File: config.mk
export PLATFORM = sky130hd
export DESIGN_NAME = motor_drive_write_config_bank
export DESIGN_NICKNAME = d
export VERILOG_FILES = /design/src/hdl/motor_cfg_pkg.sv /design/src/hdl/motor_drive_write_config_bank.sv
export SDC_FILE = /design/constraint.sdc
export NUM_CORES = 2
export LEC_CHECK = 0
export BUFFER_PORTS_ARGS = -buffer_cell sky130_fd_sc_hd__clkbuf_2
export CELL_PAD_IN_SITES_DETAIL_PLACEMENT = 0
export CELL_PAD_IN_SITES_GLOBAL_PLACEMENT = 1
export CORE_AREA = 8 8 312 314
export DETAILED_ROUTE_END_ITERATION = 8
export DIE_AREA = 0 0 320 322
export GPL_ROUTABILITY_DRIVEN = 0
export GPL_TIMING_DRIVEN = 0
export PLACE_DENSITY_LB_ADDON = 0.1
export SLEW_MARGIN = 20
export SYNTH_ARGS = -nofsm -noshare
export SYNTH_HDL_FRONTEND = slang
export SYNTH_SLANG_ARGS = --single-unit
File: constraint.sdc
create_clock -name core_clk_i -period 15.1 [get_ports core_clk_i]
set_input_delay 1.51 -clock core_clk_i [delete_from_list [all_inputs] [get_ports core_clk_i]]
set_output_delay 1.51 -clock core_clk_i [all_outputs]
set_load 0.02 [all_outputs]
File: src/hdl/motor_cfg_pkg.sv
// Purpose: Constants for the write-only motor drive configuration bank.
// Assumes: 40 MHz core clock; byte-wide host parallel port, 128-byte map.
// Notes: Two-byte fields store the low byte at the lower offset.
// Overview of operation
// [RULE_01] Carrier period is two times (period value plus one) clock cycles.
// [RULE_02] Alignment bit 0 gives asymmetrical, 1 symmetrical center-aligned PWM.
// [RULE_03] Mode bit 0 selects three-phase, 1 two-phase space vector modulation.
// [RULE_04] Variant bit picks two-phase type 1 or 2; ignored in three-phase mode.
// [RULE_05] Complementary gate transitions are separated by dead time clock cycles.
// [RULE_06] Upper and lower gates are active high when polarity bit is 1.
// [RULE_07] Brake output is active low for polarity 0, active high for 1.
// [RULE_08] Sync output is active low for polarity 0, active high for 1.
// [RULE_09] Kill input counts as asserted when it equals its polarity bit.
// [RULE_10] Written shutdown bit drives the gate driver shutdown output.
// [RULE_11] Three-phase mode keeps edges out of a guard band of 30 ns units.
// [RULE_12] Host programs modulator scale as period times root three times 4096/2355.
// [RULE_13] Feedback scale is signed 15-bit with 10 fraction bits, multiplies current.
// [RULE_14] Leg-shunt mode waits programmed seconds after stop, then restarts offset measure.
// [RULE_15] Direction bit 0 means reverse rotation, 1 means forward rotation.
// [RULE_16] Run bit written 1 starts the motor, written 0 stops it.
// [RULE_17] Emergency stop bit set forces an immediate coast stop.
// [RULE_18] Current gains: proportional 14 fraction bits, integral 19 fraction bits.
// [RULE_19] Quadrature and direct voltage outputs are clamped to their 16-bit limits.
// [RULE_20] Speed gains: proportional 5 fraction bits, integral 13 fraction bits.
// [RULE_21] Speed output limited to motoring limit above, regeneration limit below.
// [RULE_22] Start-up current is limited to the start-up limit, 4095 rated.
// [RULE_23] Internal address increments after every data byte read or written.
// [RULE_24] Low byte at lower offset, high byte next; bank is write-only.
package motor_cfg_pkg;
	localparam int CLK_PERIOD_NS = 25;
	localparam int GUARD_UNIT_NS = 30;
	localparam int SECOND_NS = 1000000000;
	localparam int SECOND_CYCLES = SECOND_NS / CLK_PERIOD_NS;
	localparam int ADDR_W = 7;
	localparam int PERIOD_W = 13;
	localparam int FEEDBACK_FRAC_BITS = 10;
	localparam logic [7:0] RESET_BYTE = 8'h00;
	localparam logic [15:0] RESET_WORD = 16'h0000;
	// Register offsets
	localparam logic [6:0] OFS_GATE_CTRL = 7'h0C;
	localparam logic [6:0] OFS_PERIOD_LO = 7'h0D;
	localparam logic [6:0] OFS_MODE_PERIOD_HI = 7'h0E;
	localparam logic [6:0] OFS_DEAD_TIME = 7'h0F;
	localparam logic [6:0] OFS_FB_SCALE_LO = 7'h15;
	localparam logic [6:0] OFS_FB_SCALE_HI = 7'h16;
	localparam logic [6:0] OFS_RUN_CMD = 7'h17;
	localparam logic [6:0] OFS_START_LIM_LO = 7'h18;
	localparam logic [6:0] OFS_START_LIM_HI = 7'h19;
	localparam logic [6:0] OFS_CUR_KP_LO = 7'h1A;
	localparam logic [6:0] OFS_CUR_KP_HI = 7'h1B;
	localparam logic [6:0] OFS_CUR_KI_LO = 7'h1C;
	localparam logic [6:0] OFS_CUR_KI_HI = 7'h1D;
	localparam logic [6:0] OFS_VQ_LIM_LO = 7'h22;
	localparam logic [6:0] OFS_VQ_LIM_HI = 7'h23;
	localparam logic [6:0] OFS_VD_LIM_LO = 7'h26;
	localparam logic [6:0] OFS_VD_LIM_HI = 7'h27;
	localparam logic [6:0] OFS_SPD_KP_LO = 7'h32;
	localparam logic [6:0] OFS_SPD_KP_HI = 7'h33;
	localparam logic [6:0] OFS_SPD_KI_LO = 7'h34;
	localparam logic [6:0] OFS_SPD_KI_HI = 7'h35;
	localparam logic [6:0] OFS_MOTOR_LIM_LO = 7'h36;
	localparam logic [6:0] OFS_MOTOR_LIM_HI = 7'h37;
	localparam logic [6:0] OFS_REGEN_LIM_LO = 7'h38;
	localparam logic [6:0] OFS_REGEN_LIM_HI = 7'h39;
	localparam logic [6:0] OFS_SPD_SCALE_LO = 7'h3A;
	localparam logic [6:0] OFS_SPD_SCALE_HI = 7'h3B;
	localparam logic [6:0] OFS_SPD_SET_LO = 7'h3C;
	localparam logic [6:0] OFS_SPD_SET_HI = 7'h3D;
	localparam logic [6:0] OFS_ACCEL = 7'h3E;
	localparam logic [6:0] OFS_DECEL = 7'h3F;
	localparam logic [6:0] OFS_MOD_SCALE_LO = 7'h44;
	localparam logic [6:0] OFS_MOD_SCALE_HI = 7'h45;
	localparam logic [6:0] OFS_GUARD = 7'h51;
	localparam logic [6:0] OFS_MIN_SPEED = 7'h7A;
	localparam logic [6:0] OFS_OFFSET_DELAY = 7'h7D;
	// Field positions
	localparam int BIT_KILL_POL = 7;
	localparam int BIT_LOWER_POL = 5;
	localparam int BIT_UPPER_POL = 4;
	localparam int BIT_SYNC_POL = 3;
	localparam int BIT_BRAKE_POL = 2;
	localparam int BIT_SHUTDOWN = 1;
	localparam int BIT_MOD_SELECT = 7;
	localparam int BIT_TWO_PH_VARIANT = 6;
	localparam int BIT_ALIGNMENT = 5;
	localparam int BIT_ESTOP = 2;
	localparam int BIT_RUN = 1;
	localparam int BIT_DIRECTION = 0;
endpackage

File: src/hdl/motor_drive_write_config_bank.sv
// Purpose: Write-only configuration bank plus the PWM, gate and limit logic it steers.
// Assumes: Host parallel pins are asynchronous to core_clk_i; command inputs are synchronous.
// Notes: Reads only advance the address; no data is returned.
`timescale 1ns/100ps
module motor_drive_write_config_bank
	import motor_cfg_pkg::*;
#(
	parameter int SEC_CYCLES = SECOND_CYCLES
) (
	input wire logic core_clk_i,
	input wire logic reset_n_i,
	input wire logic [7:0] host_data_i,
	input wire logic host_port_address_strobe_i,
	input wire logic host_wr_strobe_i,
	input wire logic host_rd_strobe_i,
	input wire logic kill_in_i,
	input wire logic brake_request_i,
	input wire logic leg_shunt_select_i,
	input wire logic startup_active_i,
	input wire logic [2:0][PERIOD_W-1:0] duty_i,
	input wire logic signed [15:0] current_sample_i,
	input wire logic signed [15:0] vq_cmd_i,
	input wire logic signed [15:0] vd_cmd_i,
	input wire logic signed [15:0] speed_ctrl_out_i,
	output logic [2:0] gate_upper_o,
	output logic [2:0] gate_lower_o,
	output logic brake_out_o,
	output logic sync_out_o,
	output logic driver_shutdown_out_o,
	output logic motor_run_o,
	output logic direction_o,
	output logic offset_measure_start_o,
	output logic modulation_select_o,
	output logic two_phase_variant_o,
	output logic signed [15:0] scaled_current_o,
	output logic signed [15:0] vq_out_o,
	output logic signed [15:0] vd_out_o,
	output logic signed [15:0] torque_ref_o,
	output logic [14:0] current_prop_gain_o,
	output logic [14:0] current_int_gain_o,
	output logic [14:0] speed_prop_gain_o,
	output logic [14:0] speed_int_gain_o,
	output logic [15:0] modulator_scale_o,
	output logic [15:0] speed_scale_o,
	output logic [15:0] speed_setpoint_o,
	output logic [7:0] acceleration_limit_o,
	output logic [7:0] deceleration_limit_o,
	output logic [7:0] minimum_reference_speed_o
);
	// Elaboration check: the one-second tick needs at least one cycle
	if (SEC_CYCLES < 1) begin : g_bad_sec
		$error("SEC_CYCLES must be at least 1");
	end

	typedef struct packed {
		logic [7:0] data_s1;
		logic [7:0] data_s2;
		logic as_s1;
		logic as_s2;
		logic wr_s1;
		logic wr_s2;
		logic wr_s3;
		logic rd_s1;
		logic rd_s2;
		logic rd_s3;
		logic kill_s1;
		logic kill_s2;
		logic [ADDR_W-1:0] addr;
		logic kill_pol;
		logic lower_pol;
		logic upper_pol;
		logic sync_pol;
		logic brake_pol;
		logic shutdown;
		logic [PERIOD_W-1:0] period;
		logic alignment;
		logic variant;
		logic mod_select;
		logic [7:0] dead_time;
		logic [7:0] guard;
		logic [15:0] mod_scale;
		logic [15:0] fb_scale;
		logic run;
		logic direction;
		logic estop;
		logic [15:0] start_lim;
		logic [15:0] cur_kp;
		logic [15:0] cur_ki;
		logic [15:0] vq_lim;
		logic [15:0] vd_lim;
		logic [15:0] spd_kp;
		logic [15:0] spd_ki;
		logic [15:0] motor_lim;
		logic [15:0] regen_lim;
		logic [15:0] spd_scale;
		logic [15:0] spd_set;
		logic [7:0] accel;
		logic [7:0] decel;
		logic [7:0] min_speed;
		logic [7:0] offs_delay;
		logic [PERIOD_W-1:0] cnt;
		logic down;
		logic [PERIOD_W-1:0] per_act;
		logic [2:0][PERIOD_W-1:0] duty_act;
		logic [2:0] raw;
		logic [2:0][7:0] dead;
		logic [2:0] gate_u;
		logic [2:0] gate_l;
		logic sync_out;
		logic brake_out;
		logic timing;
		logic [31:0] sec_cyc;
		logic [7:0] sec_left;
		logic offs_start;
		logic [15:0] scaled_cur;
		logic [15:0] vq_out;
		logic [15:0] vd_out;
		logic [15:0] torque;
		logic run_out;
		logic variant_out;
	} state_t;

	state_t state_q;
	state_t state_d;

	// Shared saturation for every limit stage
	function automatic logic signed [15:0] clamp16(input logic signed [15:0] v,
			input logic signed [15:0] lo, input logic signed [15:0] hi);
		logic signed [15:0] r;
		r = v;
		if (v > hi) begin
			r = hi;
		end else if (v < lo) begin
			r = lo;
		end
		return r;
	endfunction

	// Register write, PWM carrier, gate drive and limit datapath
	always_comb begin
		logic wr_evt;
		logic rd_evt;
		logic [7:0] d;
		logic period_start;
		logic half_turn;
		logic kill_on;
		logic en;
		logic [PERIOD_W-1:0] dmin;
		logic [PERIOD_W-1:0] dmax;
		logic [PERIOD_W-1:0] guard_c;
		logic [PERIOD_W-1:0] eff;
		logic [2:0] raw_n;
		logic [30:0] prod;
		logic signed [15:0] tq;
		wr_evt = state_q.wr_s2 & ~state_q.wr_s3;
		rd_evt = state_q.rd_s2 & ~state_q.rd_s3;
		d = state_q.data_s2;
		period_start = state_q.down && (state_q.cnt == '0);
		half_turn = !state_q.down && (state_q.cnt == state_q.per_act);
		kill_on = (state_q.kill_s2 == state_q.kill_pol); // [RULE_09]
		en = state_q.run & ~state_q.estop & ~kill_on; // [RULE_16] [RULE_17]
		dmin = duty_i[0];
		dmax = duty_i[0];
		guard_c = PERIOD_W'((32'(state_q.guard) * GUARD_UNIT_NS + CLK_PERIOD_NS - 1)
			/ CLK_PERIOD_NS);
		eff = '0;
		raw_n = '0;
		prod = '0;
		tq = '0;
		state_d = state_q;

		// Pin synchronisers; the second stage feeds logic, and the write and read strobes keep a third stage for edge detection
		state_d.data_s1 = host_data_i;
		state_d.data_s2 = state_q.data_s1;
		state_d.as_s1 = host_port_address_strobe_i;
		state_d.as_s2 = state_q.as_s1;
		state_d.wr_s1 = host_wr_strobe_i;
		state_d.wr_s2 = state_q.wr_s1;
		state_d.wr_s3 = state_q.wr_s2;
		state_d.rd_s1 = host_rd_strobe_i;
		state_d.rd_s2 = state_q.rd_s1;
		state_d.rd_s3 = state_q.rd_s2;
		state_d.kill_s1 = kill_in_i;
		state_d.kill_s2 = state_q.kill_s1;

		// Address byte loads the pointer; each data byte advances it
		if (wr_evt && state_q.as_s2) begin
			state_d.addr = d[ADDR_W-1:0];
		end else if ((wr_evt || rd_evt) && !state_q.as_s2) begin
			state_d.addr = state_q.addr + 7'h01; // [RULE_23]
		end

		// Byte writes; unmapped offsets are dropped, nothing reads back
		if (wr_evt && !state_q.as_s2) begin
			case (state_q.addr) // [RULE_24]
				OFS_GATE_CTRL: begin
					state_d.kill_pol = d[BIT_KILL_POL];
					state_d.lower_pol = d[BIT_LOWER_POL];
					state_d.upper_pol = d[BIT_UPPER_POL];
					state_d.sync_pol = d[BIT_SYNC_POL];
					state_d.brake_pol = d[BIT_BRAKE_POL];
					state_d.shutdown = d[BIT_SHUTDOWN];
				end
				OFS_PERIOD_LO: state_d.period[7:0] = d;
				OFS_MODE_PERIOD_HI: begin
					state_d.period[PERIOD_W-1:8] = d[PERIOD_W-9:0];
					state_d.alignment = d[BIT_ALIGNMENT];
					state_d.variant = d[BIT_TWO_PH_VARIANT];
					state_d.mod_select = d[BIT_MOD_SELECT];
				end
				OFS_DEAD_TIME: state_d.dead_time = d;
				OFS_FB_SCALE_LO: state_d.fb_scale[7:0] = d;
				OFS_FB_SCALE_HI: state_d.fb_scale[15:8] = d;
				OFS_RUN_CMD: begin
					state_d.estop = d[BIT_ESTOP];
					state_d.run = d[BIT_RUN];
					state_d.direction = d[BIT_DIRECTION]; // [RULE_15]
				end
				OFS_START_LIM_LO: state_d.start_lim[7:0] = d;
				OFS_START_LIM_HI: state_d.start_lim[15:8] = d;
				OFS_CUR_KP_LO: state_d.cur_kp[7:0] = d;
				OFS_CUR_KP_HI: state_d.cur_kp[15:8] = d;
				OFS_CUR_KI_LO: state_d.cur_ki[7:0] = d;
				OFS_CUR_KI_HI: state_d.cur_ki[15:8] = d;
				OFS_VQ_LIM_LO: state_d.vq_lim[7:0] = d;
				OFS_VQ_LIM_HI: state_d.vq_lim[15:8] = d;
				OFS_VD_LIM_LO: state_d.vd_lim[7:0] = d;
				OFS_VD_LIM_HI: state_d.vd_lim[15:8] = d;
				OFS_SPD_KP_LO: state_d.spd_kp[7:0] = d;
				OFS_SPD_KP_HI: state_d.spd_kp[15:8] = d;
				OFS_SPD_KI_LO: state_d.spd_ki[7:0] = d;
				OFS_SPD_KI_HI: state_d.spd_ki[15:8] = d;
				OFS_MOTOR_LIM_LO: state_d.motor_lim[7:0] = d;
				OFS_MOTOR_LIM_HI: state_d.motor_lim[15:8] = d;
				OFS_REGEN_LIM_LO: state_d.regen_lim[7:0] = d;
				OFS_REGEN_LIM_HI: state_d.regen_lim[15:8] = d;
				OFS_SPD_SCALE_LO: state_d.spd_scale[7:0] = d;
				OFS_SPD_SCALE_HI: state_d.spd_scale[15:8] = d;
				OFS_SPD_SET_LO: state_d.spd_set[7:0] = d;
				OFS_SPD_SET_HI: state_d.spd_set[15:8] = d;
				OFS_ACCEL: state_d.accel = d;
				OFS_DECEL: state_d.decel = d;
				OFS_MOD_SCALE_LO: state_d.mod_scale[7:0] = d;
				OFS_MOD_SCALE_HI: state_d.mod_scale[15:8] = d;
				OFS_GUARD: state_d.guard = d;
				OFS_MIN_SPEED: state_d.min_speed = d;
				OFS_OFFSET_DELAY: state_d.offs_delay = d;
				default: ;
			endcase
		end

		// Triangle carrier: P+1 cycles up, P+1 down, period latched at the valley
		if (!state_q.down) begin
			if (half_turn) begin
				state_d.down = 1'b1; // [RULE_01]
			end else begin
				state_d.cnt = state_q.cnt + 1'b1;
			end
		end else if (period_start) begin
			state_d.down = 1'b0;
			state_d.per_act = state_q.period; // [RULE_01]
		end else begin
			state_d.cnt = state_q.cnt - 1'b1;
		end

		// Flat-top offsets for two-phase mode use the extreme duties
		for (int i = 1; i < 3; i++) begin
			if (duty_i[i] < dmin) dmin = duty_i[i];
			if (duty_i[i] > dmax) dmax = duty_i[i];
		end
		if (duty_i[0] < dmin) dmin = duty_i[0];
		if (duty_i[0] > dmax) dmax = duty_i[0];

		// Symmetrical updates duty once per period, asymmetrical at both turns
		if (period_start || (half_turn && !state_q.alignment)) begin // [RULE_02]
			for (int i = 0; i < 3; i++) begin
				eff = duty_i[i];
				if (state_q.mod_select) begin // [RULE_03]
					if (!state_q.variant) begin
						eff = duty_i[i] - dmin; // [RULE_04]
					end else begin
						eff = duty_i[i] + (state_q.period + 1'b1 - dmax); // [RULE_04]
					end
				end else if (eff != '0 && eff < guard_c) begin
					eff = guard_c; // [RULE_11]
				end
				state_d.duty_act[i] = eff;
			end
		end

		// Dead time: after any change of demand both switches stay off
		for (int i = 0; i < 3; i++) begin
			raw_n[i] = state_d.cnt < state_q.duty_act[i];
			if (raw_n[i] != state_q.raw[i]) begin
				state_d.dead[i] = state_q.dead_time; // [RULE_05]
			end else if (state_q.dead[i] != 8'h00) begin
				state_d.dead[i] = state_q.dead[i] - 8'h01;
			end
			state_d.gate_u[i] = (en && raw_n[i] && state_d.dead[i] == 8'h00)
				? state_q.upper_pol : ~state_q.upper_pol; // [RULE_06]
			state_d.gate_l[i] = (en && !raw_n[i] && state_d.dead[i] == 8'h00)
				? state_q.lower_pol : ~state_q.lower_pol; // [RULE_06]
		end
		state_d.raw = raw_n;
		// Registered so the run and variant pins carry no gate after the flop
		state_d.run_out = state_q.run & ~state_q.estop; // [RULE_17]
		state_d.variant_out = state_q.variant & state_q.mod_select; // [RULE_04]
		state_d.sync_out = period_start ? state_q.sync_pol : ~state_q.sync_pol; // [RULE_08]
		state_d.brake_out = brake_request_i ? state_q.brake_pol : ~state_q.brake_pol; // [RULE_07]

		// Offset re-measure delay, counted in whole seconds after a stop
		state_d.offs_start = 1'b0;
		if (state_q.run && !state_d.run && leg_shunt_select_i) begin
			state_d.timing = 1'b1; // [RULE_14]
			state_d.sec_left = state_d.offs_delay;
			state_d.sec_cyc = '0;
		end else if (state_q.timing) begin
			if (state_q.sec_left == 8'h00) begin
				state_d.timing = 1'b0;
				state_d.offs_start = 1'b1; // [RULE_14]
			end else if (state_q.sec_cyc == 32'(SEC_CYCLES - 1)) begin
				state_d.sec_cyc = '0;
				state_d.sec_left = state_q.sec_left - 8'h01;
			end else begin
				state_d.sec_cyc = state_q.sec_cyc + 32'h00000001;
			end
		end

		// Feedback scaling and the limit stages
		prod = 31'(32'($signed(current_sample_i)) * 32'($signed(state_q.fb_scale[14:0])));
		state_d.scaled_cur = prod[FEEDBACK_FRAC_BITS+15:FEEDBACK_FRAC_BITS]; // [RULE_13]
		state_d.vq_out = clamp16(vq_cmd_i, -$signed(state_q.vq_lim),
			$signed(state_q.vq_lim)); // [RULE_19]
		state_d.vd_out = clamp16(vd_cmd_i, -$signed(state_q.vd_lim),
			$signed(state_q.vd_lim)); // [RULE_19]
		tq = clamp16(speed_ctrl_out_i, $signed(state_q.regen_lim),
			$signed(state_q.motor_lim)); // [RULE_21]
		if (startup_active_i) begin
			tq = clamp16(tq, -$signed(state_q.start_lim), $signed(state_q.start_lim)); // [RULE_22]
		end
		state_d.torque = tq;
	end

	// Single state register; gate outputs rest at the inactive level of polarity 0
	always_ff @(posedge core_clk_i or negedge reset_n_i) begin
		if (!reset_n_i) begin
			state_q <= '0;
			state_q.gate_u <= 3'h7;
			state_q.gate_l <= 3'h7;
			state_q.sync_out <= 1'b1;
			state_q.brake_out <= 1'b1;
			state_q.fb_scale <= RESET_WORD;
			state_q.dead_time <= RESET_BYTE;
		end else begin
			state_q <= state_d;
		end
	end

	// Outputs straight from the state register
	assign gate_upper_o = state_q.gate_u;
	assign gate_lower_o = state_q.gate_l;
	assign brake_out_o = state_q.brake_out;
	assign sync_out_o = state_q.sync_out;
	assign driver_shutdown_out_o = state_q.shutdown; // [RULE_10]
	assign motor_run_o = state_q.run_out; // [RULE_17]
	assign direction_o = state_q.direction;
	assign offset_measure_start_o = state_q.offs_start;
	assign modulation_select_o = state_q.mod_select;
	assign two_phase_variant_o = state_q.variant_out; // [RULE_04]
	assign scaled_current_o = state_q.scaled_cur;
	assign vq_out_o = state_q.vq_out;
	assign vd_out_o = state_q.vd_out;
	assign torque_ref_o = state_q.torque;
	assign current_prop_gain_o = state_q.cur_kp[14:0]; // [RULE_18]
	assign current_int_gain_o = state_q.cur_ki[14:0]; // [RULE_18]
	assign speed_prop_gain_o = state_q.spd_kp[14:0]; // [RULE_20]
	assign speed_int_gain_o = state_q.spd_ki[14:0]; // [RULE_20]
	assign modulator_scale_o = state_q.mod_scale; // [RULE_12]
	assign speed_scale_o = state_q.spd_scale;
	assign speed_setpoint_o = state_q.spd_set;
	assign acceleration_limit_o = state_q.accel;
	assign deceleration_limit_o = state_q.decel;
	assign minimum_reference_speed_o = state_q.min_speed;

	// Helper: cycles since the last sync pulse, for the period check
	logic [15:0] gap_q;
	logic seen_q;
	logic sync_evt;
	logic wr_data_evt;
	assign sync_evt = state_q.down && (state_q.cnt == '0);
	assign wr_data_evt = state_q.wr_s2 && !state_q.wr_s3 && !state_q.as_s2;
	always_ff @(posedge core_clk_i or negedge reset_n_i) begin
		if (!reset_n_i) begin
			gap_q <= 16'h0000;
			seen_q <= 1'b0;
		end else begin
			gap_q <= sync_evt ? 16'h0001 : gap_q + 16'h0001;
			seen_q <= seen_q | sync_evt;
		end
	end
endmodule

Word-level counts from Yosys, hierarchy flattened:

Cells that the tools add are included.
Widths: inputs -> output; s select.

* memories kept: 0
* RAM bits: 0
* ROM bits: 0
* output and inout bits: 210
* latch bits: 0
* word-level logic and storage cells: 348
* bits in registers: 523

* add/sub/neg operators: 21
* equal/unequal tests: 43
* multiplexer cells: 81
* bitwise operators: 13
* order comparisons: 20
* shift operators: 0
* reduce and logical (&&, ||, !) cells: 84
* multipliers: 2
* div/mod/pow operators: 1

Operators by type and width (number)
* $mux 8: 33
* $mux 13: 17
* $mux 211: 1
* $mux 16: 9
* $eq 7x6->1 const B: 18
* $lt 13x13->1: 9
* $reduce_and 2->1: 37
* $gt 16x16->1: 4
* $lt 16x16->1: 4
* $eq 7x5->1 const B: 9
* $sub 13x13->13: 4
* $neg 16->16: 3
* $mux 42: 1
* $mux 41: 1
* $mux 40: 1
* $add 13x13->13: 3
* $gt 13x13->1: 3
* $reduce_bool 13->1: 3
* $eq 7x7->1 const B: 5
* $add 32x1->32 const B: 1
* $div 32x5->32 const B: 1
* $eq 32x26->1 const B: 1
* $logic_not 8->1: 4
* $mux 32: 1
* other kinds (26): 92

Depth between registers and ports, before layout:

* depth after elaboration: 10
* gate-level depth with buffers: 79

Worst setup path before layout:

OpenSTA, ideal clock, no wires.

* path kind: input to register
* from: input duty_i[1] (netlist bit)
* to: register state_q[155] (netlist bit)
* arrival time: 12.915 ns
* required time: 14.948 ns
* setup slack: 2.032 ns
* library setup time: 0.152 ns
* stages on the path: 74
* cells stage by stage: inv_1 -> ha_1 -> nor2b_1 -> o21a_1 -> o21a_1 -> o21a_1 -> o21a_1 -> o21a_1 -> o21a_1 -> o21a_1 -> o21a_1 -> o21a_1 -> o21a_1 -> o21ai_0 -> nand2_1 -> clkinv_1 -> buf_1 -> clkbuf_1 -> [38 not listed] -> nand2_1 -> o21ai_0 -> ha_1 -> a21o_1 -> a21o_1 -> a21o_1 -> a21oi_1 -> o21bai_1 -> a21oi_1 -> o21bai_1 -> a21oi_1 -> nor2b_1 -> o21ai_0 -> nand2b_1 -> nand3_1 -> a21oi_1 -> a311oi_1 -> o311ai_0

* word-level cells in the longest chain between the ends: 10
* elaborated cells between the ends (all ways): 21

Ends and longest elaborated chain
* start: declaration: RTL line motor_drive_write_config_bank.sv:20 `input wire logic [2:0][PERIOD_W-1:0] duty_i,`
* $gt 13x13->1: RTL line motor_drive_write_config_bank.sv:269 `if (duty_i[i] > dmax) dmax = duty_i[i];`
* $mux 13: RTL line motor_drive_write_config_bank.sv:269
* $gt 13x13->1: RTL line motor_drive_write_config_bank.sv:269
* $mux 13: RTL line motor_drive_write_config_bank.sv:269
* $gt 13x13->1: RTL line motor_drive_write_config_bank.sv:272 `if (duty_i[0] > dmax) dmax = duty_i[0];`
* $mux 13: RTL line motor_drive_write_config_bank.sv:272
* $sub 13x13->13: RTL line motor_drive_write_config_bank.sv:282 `eff = duty_i[i] + (state_q.period + 1'b1 - dmax);`
* $add 13x13->13: RTL line motor_drive_write_config_bank.sv:282
* $mux 13: RTL line motor_drive_write_config_bank.sv:279 `if (!state_q.variant) begin`
* $mux 13 *: RTL line motor_drive_write_config_bank.sv:278 `if (state_q.mod_select) begin`
* end signal: assignment: RTL line motor_drive_write_config_bank.sv:355 `state_q <= state_d;`
* end: declaration: RTL line motor_drive_write_config_bank.sv:123 `state_t state_q;`

Mark *: on every way between the ends. The rest lies on a longest branch, timed or not.
A chain may end at the register's enable or synchronous reset.

Final worst setup path:

Same ends and word-level chain as after synthesis.

==> results.py <==
metrics = {
    "floorplanning": {
        "die_area_mm2": 0.103,
        "std_cell_rows": 112,
        "die-height_um": 322,
        "start_util": 0.474,
        "core_mm2": 0.0925,
        "die_width_um": 320,
        "pin_count": 330,
    },
    "clocking": {
        "cts_num_sinks": 518,
        "cts_hold_buf": 0,
        "max-clock-path-buffers": 3,
        "cts_htree_levels": 2,
        "worstSkewPairLatency_ns": 0.70,
        "clkTransAtPathRegs_ns": 0.06,
        "cts_buffers": 61,
        "clockRootBuffer": "sky130_fd_sc_hd__clkbuf_16",
        "tritoncts": "done",
    },
    "sta": {
        "tightest_slew_ns": 1.10,
        "max_clock_freq_mhz": 70.9,
        "rsz0062_at_grt": "no",
        "setup_slack_of_the_critical_path_after_layout_ns": 1.00,
        "post-route-period-util": 0.934,
        "worst_case_headroom_to_the_max_slew_limit": 0.268,
        "setup_viol": 0,
        "final-max-slew-violation-count": 0,
        "fin_worst_skew_ns": 0.0648,
        "timing.final.hold_violations": 0,
        "finalWorstPathRequiredPeriod_ns": 14.10,
    },
    "layout": {
        "area_growth_pct": 12.7,
        "nets": 5842,
        "finalInstanceArea_mm2": 0.0494,
        "layout-drive-gt1-share": 0.192,
        "n_fill_cell": 8742,
    },
    "place": {
        "place_hpwl_mm": 102,
        "place.port_buffers": 329,
        "detailed_place.area_mm2": 0.0472,
        "place_ws_ns": -0.650,
    },
    "synthesis": {
        "synth_top_cell_area_share": 0.291,
        "ys.warnings.count": 0,
        "seq_area_frac_synth": 0.296,
        "cell_type_with_the_highest_aggregate_area_in_the_netlist": "sky130_fd_sc_hd__dfrtp_1",
        "synth_area_per_cell_um2": 9.35,
        "synth.net_count": 5438,
        "top_area_cells_in_the_synthesized_netlist": "sky130_fd_sc_hd__dfrtp_1 29%, sky130_fd_sc_hd__ha_1 12%, sky130_fd_sc_hd__fa_1 9.7%",
        "synth-edff-count": 0,
        "postSynthRegisterBits": 518,
        "synth_cells": 4685,
        "synth_cell_types": 100,
        "async_flop_share": 1.00,
        "postSynth.topFlopCell": "sky130_fd_sc_hd__dfrtp_1",
        "synth_area_mm2": 0.0438,
    },
    "detailed_routing": {
        "detail_route.vias_per_cell": 5.50,
        "detail_route.wirelength_mm": 132,
        "detailedRoute.firstPassIterationCount": 6,
        "post_dr_wirelength_cell_um": 20.8,
        "dr_iter_0_viols": 2441,
        "final_ant_viol_nets": 0,
        "drc_errors": 0,
        "vias": 34884,
    },
    "global_route": {
        "grt_overflow_total": 0,
        "grtUsageMet1": 0.358,
        "first_global_vias": 35398,
        "global_route.usage.total": 0.254,
        "grt_max_degree": 88,
        "initial_antenna_violation_count": 10,
        "wire_length_of_the_first_global_routing_pass_mm": 207,
        "global_route.usage.met2": 0.408,
        "busiest_layer": "met2",
        "globalRouteMet3Util": 0.0380,
    },
    "critical_path": {
        "setup.worst_path.start_class": "input pin",
        "cp_max_fo": 11,
        "cpPeakStageDelay_ns": 0.38,
        "criticalPathCategory": "in2reg",
        "critical_path_end_type": "register",
        "cp_slowest_cell": "sky130_fd_sc_hd__ha_1",
        "path_common_cell": "sky130_fd_sc_hd__o21a_1",
        "timing.critical_path.required_ns": 15.58,
        "arrival_ns": 14.58,
    },
    "run": {
        "max-cap-violations": 0,
    },
    "pwr": {
        "powerDensity_mw_per_mm2": 154,
        "clock_power_share": 0.204,
        "pwr-share-comb": 0.558,
        "switchingPower_mw": 3.33,
        "p_seq_frac": 0.237,
        "internal-power_mw": 4.27,
        "ir_worst_vdd_mv": 0.160,
        "power.switching_fraction": 0.438,
        "power.leakage_nw": 24.6,
    },
    "hold_path": {
        "hp-class": "reg2reg",
    },
    "run_status": {
        "outcome": "complete, no violations",
    },
}
-- repair_timing --
item                       in CTS  in global routing
setup endpoints to repair       1                 12
buffers inserted                0                  6
gates resized for setup         1                 16
gates cloned                    0                  0
-- through the flow --
step | cells | setup TNS [ns] | hold WS [ns] | util | power, mW
detailed placement | 6218 | -2.91 | 0.336 | 0.510 | 6.04
finish | 6340 | 0 | 0.348 | 0.534 | 7.60
global route | 6336 | 0 | 0.359 | 0.534 | 8.24
CTS | 6331 | 0 | 0.349 | 0.533 | 7.64
floorplan | 4685 | 0 | 0.331 | - | 4.95
global placement | 6211 | -67.44 | 0.333 | 0.508 | 6.00
-- power groups by stage --
stage,Combinational (mW),Sequential [mW],Clock [mW]
after detailed placement,4.21,1.82,0
after global routing,4.76,1.83,1.64
after floorplan,3.18,1.77,0
after CTS,4.25,1.80,1.59
after global placement,4.18,1.83,0
final,4.24,1.80,1.55
-- cells by family after synthesis --
group                    Yosys count  share of synthesized area
AND/OR/NAND/NOR                 1333                      0.149
AO/OA/AOI/OAI                    817                      0.117
buffers and inverters            805                     0.0866
adder cells (fa/ha/maj)          636                      0.218
flip-flops                       518                      0.296
multiplexers                     342                     0.0858
XOR/XNOR                         234                     0.0473
-- worst paths after layout --
check | startpoint | to | slack (ns) | cells past startpoint
min in group asynchronous | reset_n_i | state_q[167] | 0.76 | 1
setup / recovery | duty_i[1] | state_q[155] | 1.00 | 74
max in group asynchronous | reset_n_i | state_q[345] | 12.12 | 6
setup reg to reg | state_q[452] | state_q[161] | 1.92 | 51
hold / removal | state_d[512] | state_q[512] | 0.35 | 0
hold reg to reg | state_d[512] | state_q[512] | 0.35 | 0
-- flip-flops by register name, summed over array words and instances, names as in the netlist, 16 cells and up --
signal,count
vq_out_o,16
vd_out_o,16
state_q,294
speed_setpoint_o,16
torque_ref_o,16
speed_scale_o,16
scaled_current_o,16
modulator_scale_o,16
-- layout by cell type, fill, tap and decap left out, types with 44 or more instances in the layout --
cell type	netlist	layout
sky130_fd_sc_hd__fa_1	213	213
sky130_fd_sc_hd__nor2b_1	71	71
sky130_fd_sc_hd__mux2i_1	80	79
sky130_fd_sc_hd__inv_1	424	424
sky130_fd_sc_hd__dfrtp_1	510	510
sky130_fd_sc_hd__nor3_1	65	65
sky130_fd_sc_hd__a21o_1	53	53
sky130_fd_sc_hd__a21oi_1	258	258
sky130_fd_sc_hd__buf_4	205	211
sky130_fd_sc_hd__xnor2_1	156	156
sky130_fd_sc_hd__clkbuf_16	0	61
sky130_fd_sc_hd__nand3_1	107	107
sky130_fd_sc_hd__nand2_1	423	423
sky130_fd_sc_hd__and2_1	84	84
sky130_fd_sc_hd__nor2_1	270	266
sky130_fd_sc_hd__or3_1	45	45
sky130_fd_sc_hd__clkbuf_2	1	338
sky130_fd_sc_hd__ha_1	420	420
sky130_fd_sc_hd__o21ai_0	225	220
sky130_fd_sc_hd__nand2b_1	92	92
sky130_fd_sc_hd__xor2_1	75	75
sky130_fd_sc_hd__mux2_2	261	261
sky130_fd_sc_hd__nand4_1	59	59
sky130_fd_sc_hd__clkbuf_1	150	155
sky130_fd_sc_hd__o21a_1	44	44
-- synthesized netlist by cell type (7+ instances only) --
master,number
sky130_fd_sc_hd__nor2_1,270
sky130_fd_sc_hd__or3_1,45
sky130_fd_sc_hd__o21ai_1,8
sky130_fd_sc_hd__nor4b_1,7
sky130_fd_sc_hd__or2_2,7
sky130_fd_sc_hd__nor4_1,26
sky130_fd_sc_hd__xor2_1,75
sky130_fd_sc_hd__buf_4,205
sky130_fd_sc_hd__clkbuf_1,150
sky130_fd_sc_hd__buf_1,17
sky130_fd_sc_hd__nand3b_1,13
sky130_fd_sc_hd__nand3_1,107
sky130_fd_sc_hd__nor2b_1,71
sky130_fd_sc_hd__a21oi_1,258
sky130_fd_sc_hd__dfstp_2,8
sky130_fd_sc_hd__ha_1,420
sky130_fd_sc_hd__a211oi_1,14
sky130_fd_sc_hd__mux2i_1,80
sky130_fd_sc_hd__a31oi_1,29
sky130_fd_sc_hd__inv_1,424
sky130_fd_sc_hd__xnor2_1,156
sky130_fd_sc_hd__nor3_1,65
sky130_fd_sc_hd__a21o_1,53
sky130_fd_sc_hd__o21bai_1,18
sky130_fd_sc_hd__nand4_1,59
sky130_fd_sc_hd__o31ai_1,8
sky130_fd_sc_hd__and2_1,84
sky130_fd_sc_hd__o211a_1,8
sky130_fd_sc_hd__dfrtp_1,510
sky130_fd_sc_hd__and4_1,10
sky130_fd_sc_hd__o221ai_1,23
sky130_fd_sc_hd__mux2_2,261
sky130_fd_sc_hd__nand2b_1,92
sky130_fd_sc_hd__fa_1,213
sky130_fd_sc_hd__o22ai_1,7
sky130_fd_sc_hd__o21a_1,44
sky130_fd_sc_hd__o211ai_1,23
sky130_fd_sc_hd__and3_1,29
sky130_fd_sc_hd__nand2_1,423
sky130_fd_sc_hd__o21ai_0,225
sky130_fd_sc_hd__o22a_1,11
-- routing by layer --
metal	vias up	routed length, µm
met4	4	3280
met2	909	59400
met3	176	7430
met1	17156	61600
li1	16639	-
met5	-	23
-- final cells by class --
class,count,area [µm²],share of cell area
inverters,428,1610,0.0326
plain buffers,376,2200,0.0445
flip-flops and latches,518,13000,0.263
repair buffers,342,1900,0.0384
clock inverters,29,414,0.00839
clock buffers,84,1700,0.0345
multi-input cells,3362,27100,0.548
diodes,4,10.0,0.000203
well taps,1197,1500,0.0303
-- worst max-delay path, delay by kind of cell --
family                     cells  cell delay [ns]
muxes                          2             0.65
adders and majority gates      6             1.90
AOI/OAI and AO/OA             37             6.35
buffers and inverters          7             1.58
xor gates and xnor gates       1             0.17
and+or+nand+nor               21             2.37
Power figures use the tool's default switching activity.
